===== src/rtl/dvl_pkg.sv =====
// shared constants for the diagnostic-verification logic, both ends
package dvl_pkg;
  // comparator bit positions inside the synchroniser vector
  localparam int C_BRO = 0;  // bridge supply open
  localparam int C_PHA = 1;  // phase a above threshold
  localparam int C_PHB = 2;  // phase b above threshold
  localparam int C_SAD = 3;  // sense amp input open
  localparam int C_LSO = 4;  // low-side source open
  localparam int C_RUV = 5;  // regulator undervoltage
  localparam int C_ROV = 6;  // regulator overvoltage
  localparam int C_TW = 7;   // temperature warning
  localparam int C_OT = 8;   // overtemperature
  localparam int C_SUV = 9;  // supply undervoltage
  localparam int C_SOV = 10; // supply overvoltage
  localparam int C_GUV = 11; // gate uv, four bits: high a, high b, low a, low b
  localparam int NCMP = 15;

  // gate order in every 4-bit gate vector
  localparam int G_HA = 0;
  localparam int G_HB = 1;
  localparam int G_LA = 2;
  localparam int G_LB = 3;

  // sticky flag positions
  localparam int F_BRO = 0;  // bridge_supply_open_flag
  localparam int F_SAD = 1;  // sense_amp_open_flag
  localparam int F_LSD = 2;  // low_source_open_flags, two bits
  localparam int F_PAC = 4;  // phase_connected_flag
  localparam int F_HAD = 5;  // high a drain fault
  localparam int F_HBD = 6;  // high b drain fault
  localparam int F_LAD = 7;  // low_a_drain_fault
  localparam int F_LBD = 8;  // low_b_drain_fault
  localparam int F_RUV = 9;  // reg_undervolt_flag
  localparam int F_ROV = 10; // reg_overvolt_flag
  localparam int F_TW = 11;  // temp_warning_flag
  localparam int F_OT = 12;  // over_temp_flag
  localparam int F_SUV = 13; // supply_undervolt_flag
  localparam int F_SOV = 14; // supply_overvolt_flag
  localparam int F_GUV = 15; // gate uv flags, four bits in gate order
  localparam int NFLAG = 19;
  localparam logic [NFLAG-1:0] FLAGS_RST = 19'h00000;

  // reset values of host configuration
  localparam logic [1:0] BRO_SEL_RST = 2'h0;
  localparam logic [5:0] PT_CODE_RST = 6'h20;

  // host test timing
  localparam int CLK_PERIOD_NS = 20;
  localparam int SETTLE_NS = 2000;
  localparam int TEST_NS = 20000;
  localparam int EVAL_NS = 200;
  localparam logic [15:0] SETTLE_CYC = 16'(SETTLE_NS / CLK_PERIOD_NS);
  localparam logic [15:0] TEST_CYC = 16'(TEST_NS / CLK_PERIOD_NS);
  localparam logic [15:0] EVAL_CYC = 16'(EVAL_NS / CLK_PERIOD_NS);

  typedef enum logic [2:0] {
    H_IDLE = 3'b000,
    H_ON = 3'b001,
    H_TEST = 3'b010,
    H_EVAL = 3'b011,
    H_NEXT = 3'b100
  } dvl_hstate_t;
endpackage


===== src/rtl/dvl_if.sv =====
// loose command and flag bits between the host and the gate-driver verify logic
interface dvl_if (
  input wire logic clk,     // common clock
  input wire logic sys_rst  // synchronous reset, active high
);
  import dvl_pkg::*;
  logic [3:0] gate_cmd;
  logic stop_on_fault;
  logic [1:0] bridge_open_threshold_sel;
  logic [5:0] phase_threshold_code;
  logic ds_mask;
  logic pull_down_test_cmd;
  logic pull_up_test_cmd;
  logic reg_undervolt_test_cmd;
  logic reg_overvolt_test_cmd;
  logic temp_warning_test_cmd;
  logic overtemp_test_cmd;
  logic supply_undervolt_test_cmd;
  logic supply_overvolt_test_cmd;
  logic gate_undervolt_test_cmd;
  logic [NFLAG-1:0] flag_read;
  logic [NFLAG-1:0] flags;
  logic phase_a_state;
  logic phase_b_state;
  logic fault_active;

  modport device (
    input clk, sys_rst, gate_cmd, stop_on_fault, bridge_open_threshold_sel,
    input phase_threshold_code, ds_mask, pull_down_test_cmd, pull_up_test_cmd,
    input reg_undervolt_test_cmd, reg_overvolt_test_cmd, temp_warning_test_cmd,
    input overtemp_test_cmd, supply_undervolt_test_cmd, supply_overvolt_test_cmd,
    input gate_undervolt_test_cmd, flag_read,
    output flags, phase_a_state, phase_b_state, fault_active
  );
  modport host (
    input clk, sys_rst, flags, phase_a_state, phase_b_state, fault_active,
    output gate_cmd, stop_on_fault, bridge_open_threshold_sel,
    output phase_threshold_code, ds_mask, pull_down_test_cmd, pull_up_test_cmd,
    output reg_undervolt_test_cmd, reg_overvolt_test_cmd, temp_warning_test_cmd,
    output overtemp_test_cmd, supply_undervolt_test_cmd, supply_overvolt_test_cmd,
    output gate_undervolt_test_cmd, flag_read
  );
endinterface


===== src/rtl/dvl_device.sv =====
// device end: connection monitors, forced-comparator tests and sticky flags
//
// How it works
// [RULE_01] bridge-open threshold is (sel+1) times 2 V
// [RULE_02] bridge open sets flag and high drain faults
// [RULE_03] stop-on-fault blocks gates while open persists
// [RULE_04] bridge flags stay until software clears
// [RULE_05] phase states track comparators; code sets n/64
// [RULE_06] sense amp open sets its flag
// [RULE_07] source open sets both open and low-drain flags
// [RULE_08] tests run only while their command bit
// [RULE_09] pull-down cleared with phase high marks connected
// [RULE_10] pull-up cleared with phase low marks connected
// [RULE_11] connection judged only when test bit falls
// [RULE_12] host tests both sides of both phases
// [RULE_13] host masks drain fault detection during phase tests
// [RULE_14] regulator undervolt test latches its flag
// [RULE_15] regulator overvolt test latches its flag
// [RULE_16] temperature warning test latches its flag
// [RULE_17] overtemperature test latches its flag
// [RULE_18] supply undervolt test latches; fault state ends
// [RULE_19] supply overvolt test latches its flag
// [RULE_20] gate uv test: opposite gate trips its comparator
// [RULE_21] command or gates off ends uv fault states
// [RULE_22] flags clear only on reset or read
// [RULE_23] comparators pass two flops before any use

////////////////////////////////////////////////////////////////////////////////
// two-flop level synchroniser, one bit per lane
module dvl_sync #(
  parameter int W = 1  // lane count
) (
  input wire logic clk,        // clock
  input wire logic sys_rst,    // synchronous reset
  input wire logic [W-1:0] d,  // asynchronous levels
  output logic [W-1:0] q       // synchronised levels
);
  logic [W-1:0] meta_r;

  // first stage feeds only the second stage
  always_ff @(posedge clk) begin
    if (sys_rst) begin
      meta_r <= '0;
      q <= '0;
    end else begin
      meta_r <= d;
      q <= meta_r;
    end
  end
endmodule

////////////////////////////////////////////////////////////////////////////////
module dvl_device
  import dvl_pkg::*;
(
  dvl_if.device bus,                    // host side bits
  input wire logic [NCMP-1:0] cmp_raw,  // analog comparator outputs
  output logic [3:0] gate_drive,        // gate outputs after fault gating
  output logic [1:0] bro_sel,           // bridge-open threshold select to analog
  output logic [5:0] pt_code,           // phase threshold dac code
  output logic pull_down_en,            // pull-down test current on
  output logic pull_up_en,              // pull-up test current on
  output logic [5:0] cmp_force,         // forced trip: ruv rov tw ot suv sov
  output logic [3:0] guv_force,         // forced gate uv trip, gate order
  output logic ds_mask_out              // drain fault detection masked
);
  logic [NCMP-1:0] cmp_s;
  logic [NFLAG-1:0] flags_r;
  logic [NFLAG-1:0] set_vec;
  logic pd_prev_r;
  logic pu_prev_r;
  logic tested_phase;
  logic open_state;
  logic [5:0] force_nxt;
  logic [3:0] guv_nxt;

  //////////////////////////////////////////////////////////////////////////////
  // [RULE_23] comparator synchroniser
  dvl_sync #(.W(NCMP)) u_sync (
    .clk(bus.clk),
    .sys_rst(bus.sys_rst),
    .d(cmp_raw),
    .q(cmp_s)
  );

  //////////////////////////////////////////////////////////////////////////////
  // [RULE_08] forces exist only while a command bit stands
  always_comb begin
    force_nxt = {bus.supply_overvolt_test_cmd, bus.supply_undervolt_test_cmd,
                 bus.overtemp_test_cmd, bus.temp_warning_test_cmd,
                 bus.reg_overvolt_test_cmd, bus.reg_undervolt_test_cmd};
    // [RULE_20] high-side uv forced by its low gate and vice versa
    guv_nxt[G_HA] = bus.gate_undervolt_test_cmd & bus.gate_cmd[G_LA];
    guv_nxt[G_HB] = bus.gate_undervolt_test_cmd & bus.gate_cmd[G_LB];
    guv_nxt[G_LA] = bus.gate_undervolt_test_cmd & bus.gate_cmd[G_HA];
    guv_nxt[G_LB] = bus.gate_undervolt_test_cmd & bus.gate_cmd[G_HB];
  end

  // [RULE_21] forces drop with the command; gate uv forces also drop when their opposite gate is off
  always_ff @(posedge bus.clk) begin
    if (bus.sys_rst) begin
      cmp_force <= 6'h00;
      guv_force <= 4'h0;
    end else begin
      cmp_force <= force_nxt;
      guv_force <= guv_nxt;
    end
  end

  //////////////////////////////////////////////////////////////////////////////
  // analog settings; threshold maths is in the comparator, we only pass codes
  always_ff @(posedge bus.clk) begin
    if (bus.sys_rst) begin
      bro_sel <= BRO_SEL_RST;
      pt_code <= PT_CODE_RST;
      pull_down_en <= 1'b0;
      pull_up_en <= 1'b0;
      ds_mask_out <= 1'b0;
    end else begin
      // [RULE_01] threshold select to comparator
      bro_sel <= bus.bridge_open_threshold_sel;
      // [RULE_05] phase dac code
      pt_code <= bus.phase_threshold_code;
      // [RULE_09] pull-down current follows its bit
      pull_down_en <= bus.pull_down_test_cmd;
      // [RULE_10] pull-up current follows its bit
      pull_up_en <= bus.pull_up_test_cmd;
      // [RULE_13] mask passed on to drain detectors
      ds_mask_out <= bus.ds_mask;
    end
  end

  //////////////////////////////////////////////////////////////////////////////
  // [RULE_03] gates held off during an open fault with stop-on-fault;
  // the analog hysteresis decides when the open state ends
  assign open_state = cmp_s[C_BRO] | cmp_s[C_LSO];

  always_ff @(posedge bus.clk) begin
    if (bus.sys_rst) begin
      gate_drive <= 4'h0;
    end else if (bus.stop_on_fault && open_state) begin
      gate_drive <= 4'h0;
    end else begin
      gate_drive <= bus.gate_cmd;
    end
  end

  //////////////////////////////////////////////////////////////////////////////
  // test bit history for falling-edge evaluation
  always_ff @(posedge bus.clk) begin
    if (bus.sys_rst) begin
      pd_prev_r <= 1'b0;
      pu_prev_r <= 1'b0;
    end else begin
      pd_prev_r <= bus.pull_down_test_cmd;
      pu_prev_r <= bus.pull_up_test_cmd;
    end
  end

  // phase under test is b when either b gate is commanded, else a
  assign tested_phase = (bus.gate_cmd[G_HB] | bus.gate_cmd[G_LB]) ? cmp_s[C_PHB] : cmp_s[C_PHA];

  //////////////////////////////////////////////////////////////////////////////
  // hardware set terms for the sticky flags
  always_comb begin
    set_vec = FLAGS_RST;
    // [RULE_02] bridge open flag plus high drain faults
    set_vec[F_BRO] = cmp_s[C_BRO];
    set_vec[F_HAD] = cmp_s[C_BRO];
    set_vec[F_HBD] = cmp_s[C_BRO];
    // [RULE_06] sense amp open
    set_vec[F_SAD] = cmp_s[C_SAD];
    // [RULE_07] both source-open bits and low drain faults
    set_vec[F_LSD] = cmp_s[C_LSO];
    set_vec[F_LSD+1] = cmp_s[C_LSO];
    set_vec[F_LAD] = cmp_s[C_LSO];
    set_vec[F_LBD] = cmp_s[C_LSO];
    // [RULE_11] judged only on the falling test bit
    // [RULE_09] pull-down test passes on phase high
    // [RULE_10] pull-up test passes on phase low
    set_vec[F_PAC] = (pd_prev_r & ~bus.pull_down_test_cmd & tested_phase) |
                     (pu_prev_r & ~bus.pull_up_test_cmd & ~tested_phase);
    // [RULE_14] regulator undervolt
    set_vec[F_RUV] = cmp_s[C_RUV];
    // [RULE_15] regulator overvolt
    set_vec[F_ROV] = cmp_s[C_ROV];
    // [RULE_16] temperature warning
    set_vec[F_TW] = cmp_s[C_TW];
    // [RULE_17] overtemperature
    set_vec[F_OT] = cmp_s[C_OT];
    // [RULE_18] supply undervolt
    set_vec[F_SUV] = cmp_s[C_SUV];
    // [RULE_19] supply overvolt
    set_vec[F_SOV] = cmp_s[C_SOV];
    // [RULE_20] gate uv flags, gate order
    set_vec[F_GUV +: 4] = cmp_s[C_GUV +: 4];
  end

  //////////////////////////////////////////////////////////////////////////////
  // [RULE_04] flags are sticky
  // [RULE_22] only reset or a read clears, and a set in that cycle wins
  always_ff @(posedge bus.clk) begin
    if (bus.sys_rst) begin
      flags_r <= FLAGS_RST;
    end else begin
      flags_r <= (flags_r & ~bus.flag_read) | set_vec;
    end
  end

  assign bus.flags = flags_r;

  //////////////////////////////////////////////////////////////////////////////
  // [RULE_05] phase states copied every cycle
  always_ff @(posedge bus.clk) begin
    if (bus.sys_rst) begin
      bus.phase_a_state <= 1'b0;
      bus.phase_b_state <= 1'b0;
    end else begin
      bus.phase_a_state <= cmp_s[C_PHA];
      bus.phase_b_state <= cmp_s[C_PHB];
    end
  end

  // [RULE_18] general fault follows live states, so it ends with the command
  always_ff @(posedge bus.clk) begin
    if (bus.sys_rst) begin
      bus.fault_active <= 1'b0;
    end else begin
      bus.fault_active <= open_state | (|cmp_s[C_RUV +: 6]) | (|cmp_s[C_GUV +: 4]);
    end
  end
endmodule


===== src/flat_wrapper.sv =====
// flat-port wrapper written by rule: the top's interface ports become plain ports
module dvl_device_flat import dvl_pkg::*;
  (cmp_raw, gate_drive, bro_sel, pt_code, pull_down_en, pull_up_en, cmp_force, guv_force, ds_mask_out, clk, sys_rst, bus_gate_cmd, bus_stop_on_fault, bus_bridge_open_threshold_sel, bus_phase_threshold_code, bus_ds_mask, bus_pull_down_test_cmd, bus_pull_up_test_cmd, bus_reg_undervolt_test_cmd, bus_reg_overvolt_test_cmd, bus_temp_warning_test_cmd, bus_overtemp_test_cmd, bus_supply_undervolt_test_cmd, bus_supply_overvolt_test_cmd, bus_gate_undervolt_test_cmd, bus_flag_read, bus_flags, bus_phase_a_state, bus_phase_b_state, bus_fault_active);
  dvl_if bus_i (.clk(clk), .sys_rst(sys_rst));
  input wire logic [NCMP-1:0] cmp_raw;
  output logic [3:0] gate_drive;
  output logic [1:0] bro_sel;
  output logic [5:0] pt_code;
  output logic pull_down_en;
  output logic pull_up_en;
  output logic [5:0] cmp_force;
  output logic [3:0] guv_force;
  output logic ds_mask_out;
  input wire logic clk;
  input wire logic sys_rst;
  input wire logic [$bits(bus_i.gate_cmd)-1:0] bus_gate_cmd;
  input wire logic [$bits(bus_i.stop_on_fault)-1:0] bus_stop_on_fault;
  input wire logic [$bits(bus_i.bridge_open_threshold_sel)-1:0] bus_bridge_open_threshold_sel;
  input wire logic [$bits(bus_i.phase_threshold_code)-1:0] bus_phase_threshold_code;
  input wire logic [$bits(bus_i.ds_mask)-1:0] bus_ds_mask;
  input wire logic [$bits(bus_i.pull_down_test_cmd)-1:0] bus_pull_down_test_cmd;
  input wire logic [$bits(bus_i.pull_up_test_cmd)-1:0] bus_pull_up_test_cmd;
  input wire logic [$bits(bus_i.reg_undervolt_test_cmd)-1:0] bus_reg_undervolt_test_cmd;
  input wire logic [$bits(bus_i.reg_overvolt_test_cmd)-1:0] bus_reg_overvolt_test_cmd;
  input wire logic [$bits(bus_i.temp_warning_test_cmd)-1:0] bus_temp_warning_test_cmd;
  input wire logic [$bits(bus_i.overtemp_test_cmd)-1:0] bus_overtemp_test_cmd;
  input wire logic [$bits(bus_i.supply_undervolt_test_cmd)-1:0] bus_supply_undervolt_test_cmd;
  input wire logic [$bits(bus_i.supply_overvolt_test_cmd)-1:0] bus_supply_overvolt_test_cmd;
  input wire logic [$bits(bus_i.gate_undervolt_test_cmd)-1:0] bus_gate_undervolt_test_cmd;
  input wire logic [$bits(bus_i.flag_read)-1:0] bus_flag_read;
  output wire logic [$bits(bus_i.flags)-1:0] bus_flags;
  output wire logic [$bits(bus_i.phase_a_state)-1:0] bus_phase_a_state;
  output wire logic [$bits(bus_i.phase_b_state)-1:0] bus_phase_b_state;
  output wire logic [$bits(bus_i.fault_active)-1:0] bus_fault_active;
  assign bus_i.gate_cmd = bus_gate_cmd;
  assign bus_i.stop_on_fault = bus_stop_on_fault;
  assign bus_i.bridge_open_threshold_sel = bus_bridge_open_threshold_sel;
  assign bus_i.phase_threshold_code = bus_phase_threshold_code;
  assign bus_i.ds_mask = bus_ds_mask;
  assign bus_i.pull_down_test_cmd = bus_pull_down_test_cmd;
  assign bus_i.pull_up_test_cmd = bus_pull_up_test_cmd;
  assign bus_i.reg_undervolt_test_cmd = bus_reg_undervolt_test_cmd;
  assign bus_i.reg_overvolt_test_cmd = bus_reg_overvolt_test_cmd;
  assign bus_i.temp_warning_test_cmd = bus_temp_warning_test_cmd;
  assign bus_i.overtemp_test_cmd = bus_overtemp_test_cmd;
  assign bus_i.supply_undervolt_test_cmd = bus_supply_undervolt_test_cmd;
  assign bus_i.supply_overvolt_test_cmd = bus_supply_overvolt_test_cmd;
  assign bus_i.gate_undervolt_test_cmd = bus_gate_undervolt_test_cmd;
  assign bus_i.flag_read = bus_flag_read;
  assign bus_flags = bus_i.flags;
  assign bus_phase_a_state = bus_i.phase_a_state;
  assign bus_phase_b_state = bus_i.phase_b_state;
  assign bus_fault_active = bus_i.fault_active;
  dvl_device u_core (.bus(bus_i), .cmp_raw(cmp_raw), .gate_drive(gate_drive), .bro_sel(bro_sel), .pt_code(pt_code), .pull_down_en(pull_down_en), .pull_up_en(pull_up_en), .cmp_force(cmp_force), .guv_force(guv_force), .ds_mask_out(ds_mask_out));
endmodule

===== config.mk =====
export PLATFORM = sky130hd
export DESIGN_NAME = dvl_device_flat
export DESIGN_NICKNAME = d
export VERILOG_FILES = /design/src/rtl/dvl_pkg.sv /design/src/rtl/dvl_if.sv /design/src/rtl/dvl_device.sv /design/src/flat_wrapper.sv
export SDC_FILE = /design/constraint.sdc
export NUM_CORES = 1
export LEC_CHECK = 0
export BUFFER_PORTS_ARGS = -buffer_cell sky130_fd_sc_hd__buf_2
export CORE_ASPECT_RATIO = 2
export CORE_UTILIZATION = 45
export CTS_BUF_LIST = sky130_fd_sc_hd__clkbuf_16
export DETAILED_ROUTE_END_ITERATION = 16
export PLACE_DENSITY_LB_ADDON = 0.12
export SLEW_MARGIN = 20
export SYNTH_ARGS = -nofsm -noshare
export SYNTH_HDL_FRONTEND = slang
export SYNTH_HIERARCHICAL = 1
export SYNTH_SLANG_ARGS = --single-unit

===== constraint.sdc =====
create_clock -name clk -period 1.3 [get_ports clk]
set_input_delay 0 -clock clk [delete_from_list [all_inputs] [get_ports clk]]
set_output_delay 0 -clock clk [all_outputs]
set_load 0.005 [all_outputs]

Word-level counts from Yosys, hierarchy flattened

Cells that the tools add are included.

Logic and storage cells: 38
Input bits: 59
Output and inout bits: 47
Register bits after elaboration: 77

Reduce and logical (&&, ||, !) cells: 4
Muxes and demuxes: 1
Bitwise operators: 19

Operators with widths:

| operator           | number |
|---|---|
| 19-bit AND         | 1 |
| 19-bit NOT         | 1 |
| 19-bit bitwise OR  | 1 |
| 1-bit AND          | 8 |
| 6-bit OR reduction | 1 |
| 1-bit bitwise OR   | 5 |
| 4-bit OR reduction | 1 |
| 1-bit NOT          | 3 |
| 2-bit OR reduction | 1 |
| 1-bit logical AND  | 1 |
| 1-bit two-way mux  | 1 |

Depth between registers and ports, before layout

Gate-level depths: netlist of run 1.

Word-level depth: 6
Depth in mapped cells: 3
Gate-level depth less buffers: 3

Cells and area by module

Netlist of run 1, hierarchy kept.

By module, submodules not included:

| module     | sequential area each (um2) | area each (um2) | times used | cells an instance |
|---|---|---|---|---|
| dvl_device | 940.9                      | 1462.7          | 1          | 147 |
| dvl_sync   | 600.6                      | 882.1           | 1          | 63 |

Worst setup path after synthesis of run 1

OpenSTA, ideal clock, no wires.

Path type: register to register
Start point: register u_core.u_sync.q[1]
End point: register u_core.flags_r[4], in the netlist u_core/bus.flags[4]
Arrival time: 0.953 ns
Slack: 0.217 ns
Data required time: 1.170 ns
Stages on the path, launching flop included: 4
Clock period less this slack: 1.083 ns
Setup time: 0.130 ns
Cells stage by stage: dfxtp_1 or3b_4 a221oi_2 nor3b_2

Word-level cells in the longest chain between the ends: 5
Elaborated cells on any way between the ends: 6
Classes of those cells: mux: 1; bitwise: 5

RTL lines:

| element                | RTL line          | RTL |
|---|---|---|
| from (decl)            | dvl_device.sv:36  | `output logic [W-1:0] q` |
| from (signal assigned) | dvl_device.sv:47  | `q <= meta_r;` |
| 1-bit two-way mux *    | dvl_device.sv:161 | `assign tested_phase = (bus.gate_cmd[G_HB] \| bus.gate_cmd[G_LB]) ? cmp_s[C_PHB] : cmp_s[C_PHA];` |
| 1-bit NOT              | dvl_device.sv:182 | `(pu_prev_r & ~bus.pull_up_test_cmd & ~tested_phase);` |
| 1-bit AND              | dvl_device.sv:182 |  |
| 1-bit bitwise OR *     | dvl_device.sv:181 | `set_vec[F_PAC] = (pd_prev_r & ~bus.pull_down_test_cmd & tested_phase) \|` |
| 19-bit bitwise OR *    | dvl_device.sv:206 | `flags_r <= (flags_r & ~bus.flag_read) \| set_vec;` |
| to (signal assigned)   | dvl_device.sv:206 |  |
| to (decl)              | dvl_device.sv:68  | `logic [NFLAG-1:0] flags_r;` |

Every way passes the cells marked *; elsewhere a longest branch is shown, timed or not.
A chain may end at the register's enable or synchronous reset.

Worst setup path in the final report of run 1

Start point: input port bus_gate_cmd[1]
End point: register u_core.flags_r[4], in the netlist u_core/bus.flags[4]

Word-level cells in the longest chain between the ends: 6
Elaborated cells on any way between the ends: 7
Classes of those cells: mux: 1; bitwise: 6

RTL lines:

| element             | RTL line           | RTL |
|---|---|---|
| from (decl)         | flat_wrapper.sv:16 | `input wire logic [$bits(bus_i.gate_cmd)-1:0] bus_gate_cmd;` |
| 1-bit bitwise OR *  | dvl_device.sv:161  |  |
| 1-bit two-way mux * | dvl_device.sv:161  |  |
| 1-bit NOT           | dvl_device.sv:182  |  |
| 1-bit AND           | dvl_device.sv:182  |  |
| 1-bit bitwise OR *  | dvl_device.sv:181  |  |
| 19-bit bitwise OR * | dvl_device.sv:206  |  |

Marked as above.

==> results.md, run 1 <==
- GRT overflow: 0
- Setup TNS Final: 0 ps
- IO Count: 106
- Crit-path max FO: 4
- WP buf/inv: 2
- Routed len/inst: 11.7 µm
- Initial antenna violation count: 0
- Maxcap violations: 0
- Post-CTS Setup Bufs: 0
- Crit-path max cell delay: around 530 ps
- Via count of the routed design: 1888
- Post-Place Cells: 369
- Crit end category: flop
- HP Class: primary input to flop
- # DRC: 0
- Die area: roughly 0.0055 mm²
- TritonCTS buffer count: 9
- Non-Filler Instances: about 440
- CTS Sinks: 77
- Worst endpoint required time: roughly 1500 ps
- Htree depth: 3
- Mean Syn Cell Area: 11.2 µm²
- Synth Register Bits: 77
- Worst vdd ir: 1310 µV
- Layout cells sized above 1: 39.1%
- Syn-to-layout area delta: 58.5%
- Most frequent cell after synthesis: dfxtp_1
- RSZ-0062 raised after global routing: no
- Asr flop ratio synth: 0%
- Final hold vios: 0
- Clock Path Buffers: 2
- Layout Nets: between 400 and 500
- FF-to-FF Start: u_core/u_sync/q[1]
- Cell taking the most area after synthesis: dfxtp_1
- First-pass GRT wire length: between 7 and 8 mm
- Number of synthesized flops with an enable pin: 0
- Synth warnings: 6
- Final setup vio count: 0
- Detail Placement HPWL: roughly 3.2 mm
- Register area share after synthesis: 65.7%
- Critical Path Slowest Stage Cell: dlygate4sd3_1
- CP top delay family: buffers and inverters
- Site row count: 36
- Startpoint types: primary input
- Worst hold path depth: 4
- Distinct cells, synth: 23
- Post-synth top cells: dfxtp_1 (77), nor2b_1 (25), nor2b_2 (24)
- Gpl congestion: 0.688
- Syn nets: 269
- Worst skew pair latency: 320 ps
- Clock slew at reported path FFs: ~50 ps
- Reg2Reg Depth: 3
- R2r endpoint: u_core/bus.flags[4]
- Post-layout min period: around 1200 ps
- WHS Endpoint: u_core/bus.flags[13]
- Fmax: just under 900 MHz
- Final slew viol count: 0
- CTS tree: built
- Overall global routing resource usage: 20.4%
- Initial drt markers: 24
- Crit path kind: primary input to flop
- Skew final: 3.97 ps
- Leakage power: 1.82 nW
- Tightest Pin Transition: about 320 ps
- Filler Cells Inserted: 367
- Critical Path AT: 1370 ps
- Initial core utilization: a little under half
- Worst slew margin: roughly 80%
- Top cell type's share of synthesized area: 65.7%
- Die Y: 104 µm
- Worst-path cell chain: dlygate4sd3_1 -> buf_2 -> or3b_4 -> a221oi_2 -> nor3b_2
- Die width: 53.0 µm
- Routed WL: 5.13 mm
- Synth Flop Type: dfxtp_1
- Antenna diodes: 0
- Top cells by area, synth: dfxtp_1 (66%), nor2b_2 (9.0%), nor2b_1 (6.7%)
- Mapped Area: 0.00234 mm²
- Synthesized instance count: 210
- Antenna-violating nets left: 0
- Post-route clock period utilization: 88.7%
- Hold path start: bus_flag_read[13]
- Vias/cell: 4.31
- Core area: 0.00495 mm²
- Pwr/cell area: 1360 mW/mm²
- CTS Root Cell: clkbuf_16
- Outcome: complete, no violations
- R2R setup slack: 190 ps
- DRT Pass-1 Iters: 2
- I/O Buffers: 105
- Number of global-route vias before repair: 1991
- Pin count of the biggest net entering global routing: 31
[state kept, by name, indices dropped and copies added (netlist names)]
signal and cells:
u_core/bus.fault_active 1, u_core/u_sync/meta_r 15, u_core/guv_force 4, u_core/ds_mask_out 1
u_core/u_sync/q 15, u_core/pd_prev_r 1, u_core/bus.phase_a_state 1, u_core/bro_sel 2
u_core/pt_code 6, u_core/cmp_force 6, u_core/bus.flags 19, u_core/pu_prev_r 1
u_core/gate_drive 4, u_core/bus.phase_b_state 1
[power by group]
part           total, W  switching, W  internal, W
sequential      0.00251     0.0000369      0.00247
combinational  0.000472      0.000171     0.000301
clock           0.00207      0.000829      0.00124
total           0.00506       0.00104      0.00402
[worst reg2reg max path, delay by kind of cell (launching register included)]
| kind | cells | cell delay (ps) |
|---|---|---|
| simple gates | 2 | 440 |
| flops | 1 | 310 |
| compound gates | 1 | 240 |
[through the flow]
step	hold WS [ps]	power, W	setup slack, ps	instance area, µm²	util [%]
after global placement	185	0.00290	215	2930	59.2
after detailed placement	199	0.00291	185	2930	59.2
after global routing	32.4	0.00527	104	3720	75.0
final	13.6	0.00506	147	3720	75.0
after floorplan	104	0.00272	217	2340	-
after CTS	10.3	0.00512	147	3720	75.0
[placed cells by master (no fill, tap or decap)]
master | netlist | final
nand2b_1 | 1 | 1
and2_1 | 6 | 6
inv_1 | 19 | 23
clkinv_2 | 0 | 1
nand4b_1 | 1 | 1
buf_2 | 1 | 105
clkbuf_16 | 0 | 9
a21oi_1 | 19 | 19
dlygate4sd3_1 | 0 | 53
a221oi_2 | 1 | 1
nor4_1 | 2 | 2
or2_2 | 1 | 1
nor2_1 | 19 | 19
a31oi_1 | 1 | 1
nor3b_2 | 1 | 1
nor3_1 | 1 | 1
nor2b_1 | 25 | 25
and2_2 | 2 | 2
o21ai_0 | 1 | 1
clkinv_1 | 0 | 2
buf_4 | 0 | 3
dfxtp_1 | 77 | 77
or3b_4 | 1 | 1
nor2b_2 | 24 | 24
or2_1 | 1 | 1
buf_12 | 0 | 1
[routing by layer]
metal | vias to the layer above | GRT usage [%] | wire [µm]
li1 | 981 | - | -
met1 | 826 | 17.5 | 1880
met2 | 74 | 37.3 | 2840
met3 | 7 | 7.46 | 322
met4 | 0 | 11.1 | 89
met5 | - | 0 | 0
[cell families after synthesis]
family,share of synthesized area (%)
AOI/OAI and AO/OA,5.18
buffers and inverters,5.23
DFF,65.7
and+or+nand+nor,23.9
[final cells by class]
| cell class | count | area, µm² | share of cell area, % |
|---|---|---|---|
| Sequential cell | 77 | 1540 | 41.5 |
| Timing Repair Buffer | 162 | 1100 | 29.6 |
| Multi-Input combinational cell | 107 | 681 | 18.3 |
| Clock buffer | 9 | 225 | 6.06 |
| Inverter | 19 | 71.3 | 1.92 |
| Tap cell | 57 | 71.3 | 1.92 |
| Clock inverter | 7 | 27.5 | 0.741 |
[how the worst max path moves through the flow]
stage | end | cells after the start | from | slack [ps]
detailed placement | u_core/bus.flags[4] | 3 | u_core/u_sync/q[1] | 180
finish | u_core/bus.flags[4] | 5 | bus_gate_cmd[1] | 150
global placement | u_core/bus.flags[4] | 3 | u_core/u_sync/q[1] | 220
global route | u_core/bus.flags[4] | 5 | bus_gate_cmd[3] | 100
floorplan | u_core/bus.flags[4] | 3 | u_core/u_sync/q[1] | 220
CTS | u_core/bus.flags[4] | 5 | bus_gate_cmd[1] | 150
[repair_timing]
action                    in CTS  in global routing
hold buffers                  53                  0
resized for setup              0                  0
hold endpoints to repair      57                  0
Power figures use the tool's default switching activity.
==> inputs of run 2 (changes only) <==
ABC_AREA = 1   (was unset)
CORE_UTILIZATION = 46   (was 45)
==> run 2 against run 1 <==
  * Via count up 9.7%
  * Combinational power about the same
  * Highest routed layer unchanged
  * Sequential cell count unchanged
==> results.md, run 2 <==
- Synth Flop Type: dfxtp_1 (unchanged)
- Crit-path max cell delay: 290 ps (was 530 ps)
- Crit path kind: flop to flop (was primary input to flop)
- Worst-path cell chain: inv_1 -> nand2_1 -> nand2_1 -> nand2_1 -> nor2_1 (was dlygate4sd3_1 -> buf_2 -> or3b_4 -> a221oi_2 -> nor3b_2)
- Die width: 53.1 µm (was 53.0 µm)
- Via count of the routed design: 2071 (was 1888)
- Initial core utilization: 48.5% (was 47.3%)
- Vias/cell: 4.04 (was 4.31)
- CTS Root Cell: clkbuf_16 (unchanged)
- Crit-path max FO: 5 (was 4)
- Internal power: 0.00422 W (was 0.00402 W)
- Synthesized instance count: 283 (was 210)
- Die Y: 104 µm (about the same)
- Detail Placement HPWL: 3.13 mm (was 3.22 mm)
- Asr flop ratio synth: 0% (unchanged)
- Number of synthesized flops with an enable pin: 0 (unchanged)
- Clock Path Buffers: 2 (unchanged)
- Antenna-violating nets left: 0 (unchanged)
- First-pass GRT wire length: 8.00 mm (was 7.93 mm)
- Compound-Gate Fraction of Synth Area: 4.38% (was 5.18%)
- GRT overflow: 0 (unchanged)
- Met2 usage: 37.3% (unchanged)
- Gr busiest metal: met2 (unchanged)
- # resized after CTS: 0 (unchanged)
- Flop pwr share: 47.0% (was 49.7%)
- Layout Nets: 509 (was 435)
- Gpl congestion: 0.712 (was 0.688)
- Final setup vio count: 0 (unchanged)
- Distinct cells, synth: 14 (was 23)
- Largest family of logic cells by synthesized area: buffers and inverters (was simple AND/OR/NAND/NOR gates)
- CTS Sinks: 77 (unchanged)
- Final slew viol count: 0 (unchanged)
- Overall global routing resource usage: 20.0% (was 20.4%)
- Syn nets: 342 (was 269)
- Worst vdd ir: 1710 µV (was 1310 µV)
- IO Count: 106 (unchanged)
- Initial drt markers: 25 (was 24)
- Layout cells sized above 1: 27.3% (was 39.1%)
- Non-Filler Instances: 512 (was 438)
- CTS Hold Bufs: 55 (was 53)
- Post-layout min period: 889 ps (was 1150 ps)
- Routed len/inst: 10.2 µm (was 11.7 µm)
- Pwr/cell area: 1400 mW/mm² (was 1360 mW/mm²)
- Grt met1 use: 16.8% (was 17.5%)
- Register area: 0.00154 mm² (unchanged)
- Leakage power: 2.05 nW (was 1.82 nW)
- I/O Buffers: 105 (unchanged)
- Tightest Pin Transition: 411 ps (was 316 ps)
- Cell taking the most area after synthesis: dfxtp_1 (unchanged)
- Clock Power Share: 44.1% (was 41.0%)
- Filler Cells Inserted: 371 (was 367)
- Die area: 0.00553 mm² (was 0.00552 mm²)
- Hold path start: bus_stop_on_fault (was bus_flag_read[13])
- Worst endpoint required time: 1550 ps (was 1510 ps)
- Most frequent cell after synthesis: inv_1 (was dfxtp_1)
- Register area share after synthesis: 64.2% (was 65.7%)
- Skew final: 3.94 ps (was 3.97 ps)
- Switching pwr: 0.00111 W (was 0.00104 W)
- RSZ-0062 raised after global routing: no (unchanged)
- Final hold vios: 0 (unchanged)
- Outcome: complete, no violations (unchanged)
- Most frequent cells in the layout: buf_2 (105), inv_1 (85), dfxtp_1 (77) (was buf_2 (105), dfxtp_1 (77), dlygate4sd3_1 (53))
- Top cells by area, synth: dfxtp_1 (64%), inv_1 (13%), nor2_1 (9.7%) (was dfxtp_1 (66%), nor2b_2 (9.0%), nor2b_1 (6.7%))
- Startpoint types: flop (was primary input)
- Mean Syn Cell Area: 8.49 µm² (was 11.2 µm²)
- Syn-to-layout area delta: 58.3% (was 58.5%)
- Critical Path AT: 1140 ps (was 1370 ps)
- Synth warnings: 6 (unchanged)
- Worst skew pair latency: 320 ps (about the same)
- Site row count: 36 (unchanged)
- Clock slew at reported path FFs: 50 ps (about the same)
- Mapped Area: 0.00240 mm² (was 0.00234 mm²)
- Pin count of the biggest net entering global routing: 33 (was 31)
- HP Class: primary input to flop (unchanged)
- Core area: 0.00495 mm² (unchanged)
- Worst Setup SP: u_core/u_sync/q[4] (was bus_gate_cmd[1])
- CTS tree: built (unchanged)
- Setup TNS Final: 0 ps (unchanged)
- Logic pwr share: 8.9% (was 9.3%)
- Post-Place Cells: 441 (was 369)
- Fmax: 1130 MHz (was 867 MHz)
- Met3 GRT Util: 7.31% (was 7.46%)
- Post-route clock period utilization: 68.4% (was 88.7%)
- Post-CTS Setup Bufs: 0 (unchanged)
- CP most frequent cell: nand2_1
- Maxcap violations: 0 (unchanged)
- Htree depth: 3 (unchanged)
- Max FFs per register: 19 (unchanged)
- DRT Pass-1 Iters: 4 (was 2)
- FF-to-FF Start: u_core/u_sync/q[4] (was u_core/u_sync/q[1])
- Simple-gate area share of the yosys netlist: 15.2% (was 23.9%)
- Synth Register Bits: 77 (unchanged)
- Post-synth top cells: inv_1 (85), dfxtp_1 (77), nor2_1 (62), nand2_1 (23), a21oi_1 (19) (was dfxtp_1 (77), nor2b_1 (25), nor2b_2 (24))
- Adder-cell share of the synthesized area: 0% (unchanged)
- # DRC: 0 (unchanged)
- Routed WL: 5.21 mm (was 5.13 mm)
- Critical Path Slowest Stage Cell: dfxtp_1 (was dlygate4sd3_1)
- Total power: 0.00533 W (was 0.00506 W)
- Worst slew margin: 72.6% (was 78.9%)
- Antenna diodes: 0 (unchanged)
- Xor and xnor area share after synthesis: 0% (unchanged)
- Post-synthesis mux area share: 0% (unchanged)
- Top cell type's share of synthesized area: 64.2% (was 65.7%)
- Number of global-route vias before repair: 2048 (was 1991)
- Switching part of the total power: 20.9% (was 20.5%)
- TritonCTS buffer count: 9 (unchanged)
- Initial antenna violation count: 0 (unchanged)
- Multi-input gate area: 469 µm² (was 681 µm²)
- Commonest non-fill, non-tap cell in the layout: buf_2 (unchanged)
- Crit end category: flop (unchanged)
## run 2: cell count changes in the layout (fill, tap and decap cells not counted), sizes merged, moves of 3 or more
| cell | change |
|---|---|
| inv | +62 |
| nor2b | -49 |
| nor2 | +44 |
| nand2 | +23 |
| and2 | -8 |
| clkinvlp | +3 |
| nand3 | +3 |
## run 2: logic make-up (layout without fill, tap and decap cells)
| logic type | count (synthesis) | after routing |
|---|---|---|
| AND/OR/NAND/NOR | 93 | 93 |
| buffers and inverters | 92 | 264 |
| AO/OA/AOI/OAI | 21 | 21 |
| flip-flops | 77 | 77 |
## run 2: metal layers
layer	vias up	part of all wire, %
met3	12	6.7
met4	0	2.1
met2	71	54
met1	859	37
met5	-	0
li1	1129	-
## run 2: cell type report
class	instances	area share, %
inverter	85	8.39
sequential	77	40.5
clock inverter	7	1.74
timing repair buffer	163	29.2
multi-input combinational	114	12.3
tap	57	1.87
clock buffer	9	5.92
## run 2: path summary, 6_finish.rpt
path                                             end  slack [ps]  cells after the start
worst max register to register  u_core/gate_drive[1]         410                      5
worst min-delay path            u_core/gate_drive[2]          30                      4
worst min register to register   u_core/u_sync/q[14]         400                      2
worst max-delay path            u_core/gate_drive[1]         410                      5
## run 2: power groups by stage
| stage | clock network (W) | registers, W | logic [W] |
|---|---|---|---|
| after floorplan | 0 | 0.00256 | 0.000158 |
| after global placement | 0 | 0.00255 | 0.000337 |
| after detailed placement | 0 | 0.00256 | 0.000342 |
| after CTS | 0.00240 | 0.00251 | 0.000472 |
| after global routing | 0.00254 | 0.00252 | 0.000530 |
| final | 0.00235 | 0.00251 | 0.000475 |
## run 2: through the flow
stage | util (%) | cell area (µm²) | hold slack (ps) | worst slack [ps]
floorplan | - | 2400 | 97.1 | 547
global placement | 59.8 | 2960 | 179 | 483
detailed placement | 59.8 | 2960 | 191 | 455
CTS | 76.8 | 3800 | 35.9 | 416
global route | 76.8 | 3800 | 51.7 | 292
finish | 76.8 | 3800 | 28.4 | 411
## run 2: critical path, delay by kind of cell, from the launching register on
| kind | cells | cell delay, ps |
|---|---|---|
| DFF | 1 | 290 |
| and+or+nand+nor | 4 | 400 |
| buffers and inverters | 1 | 120 |
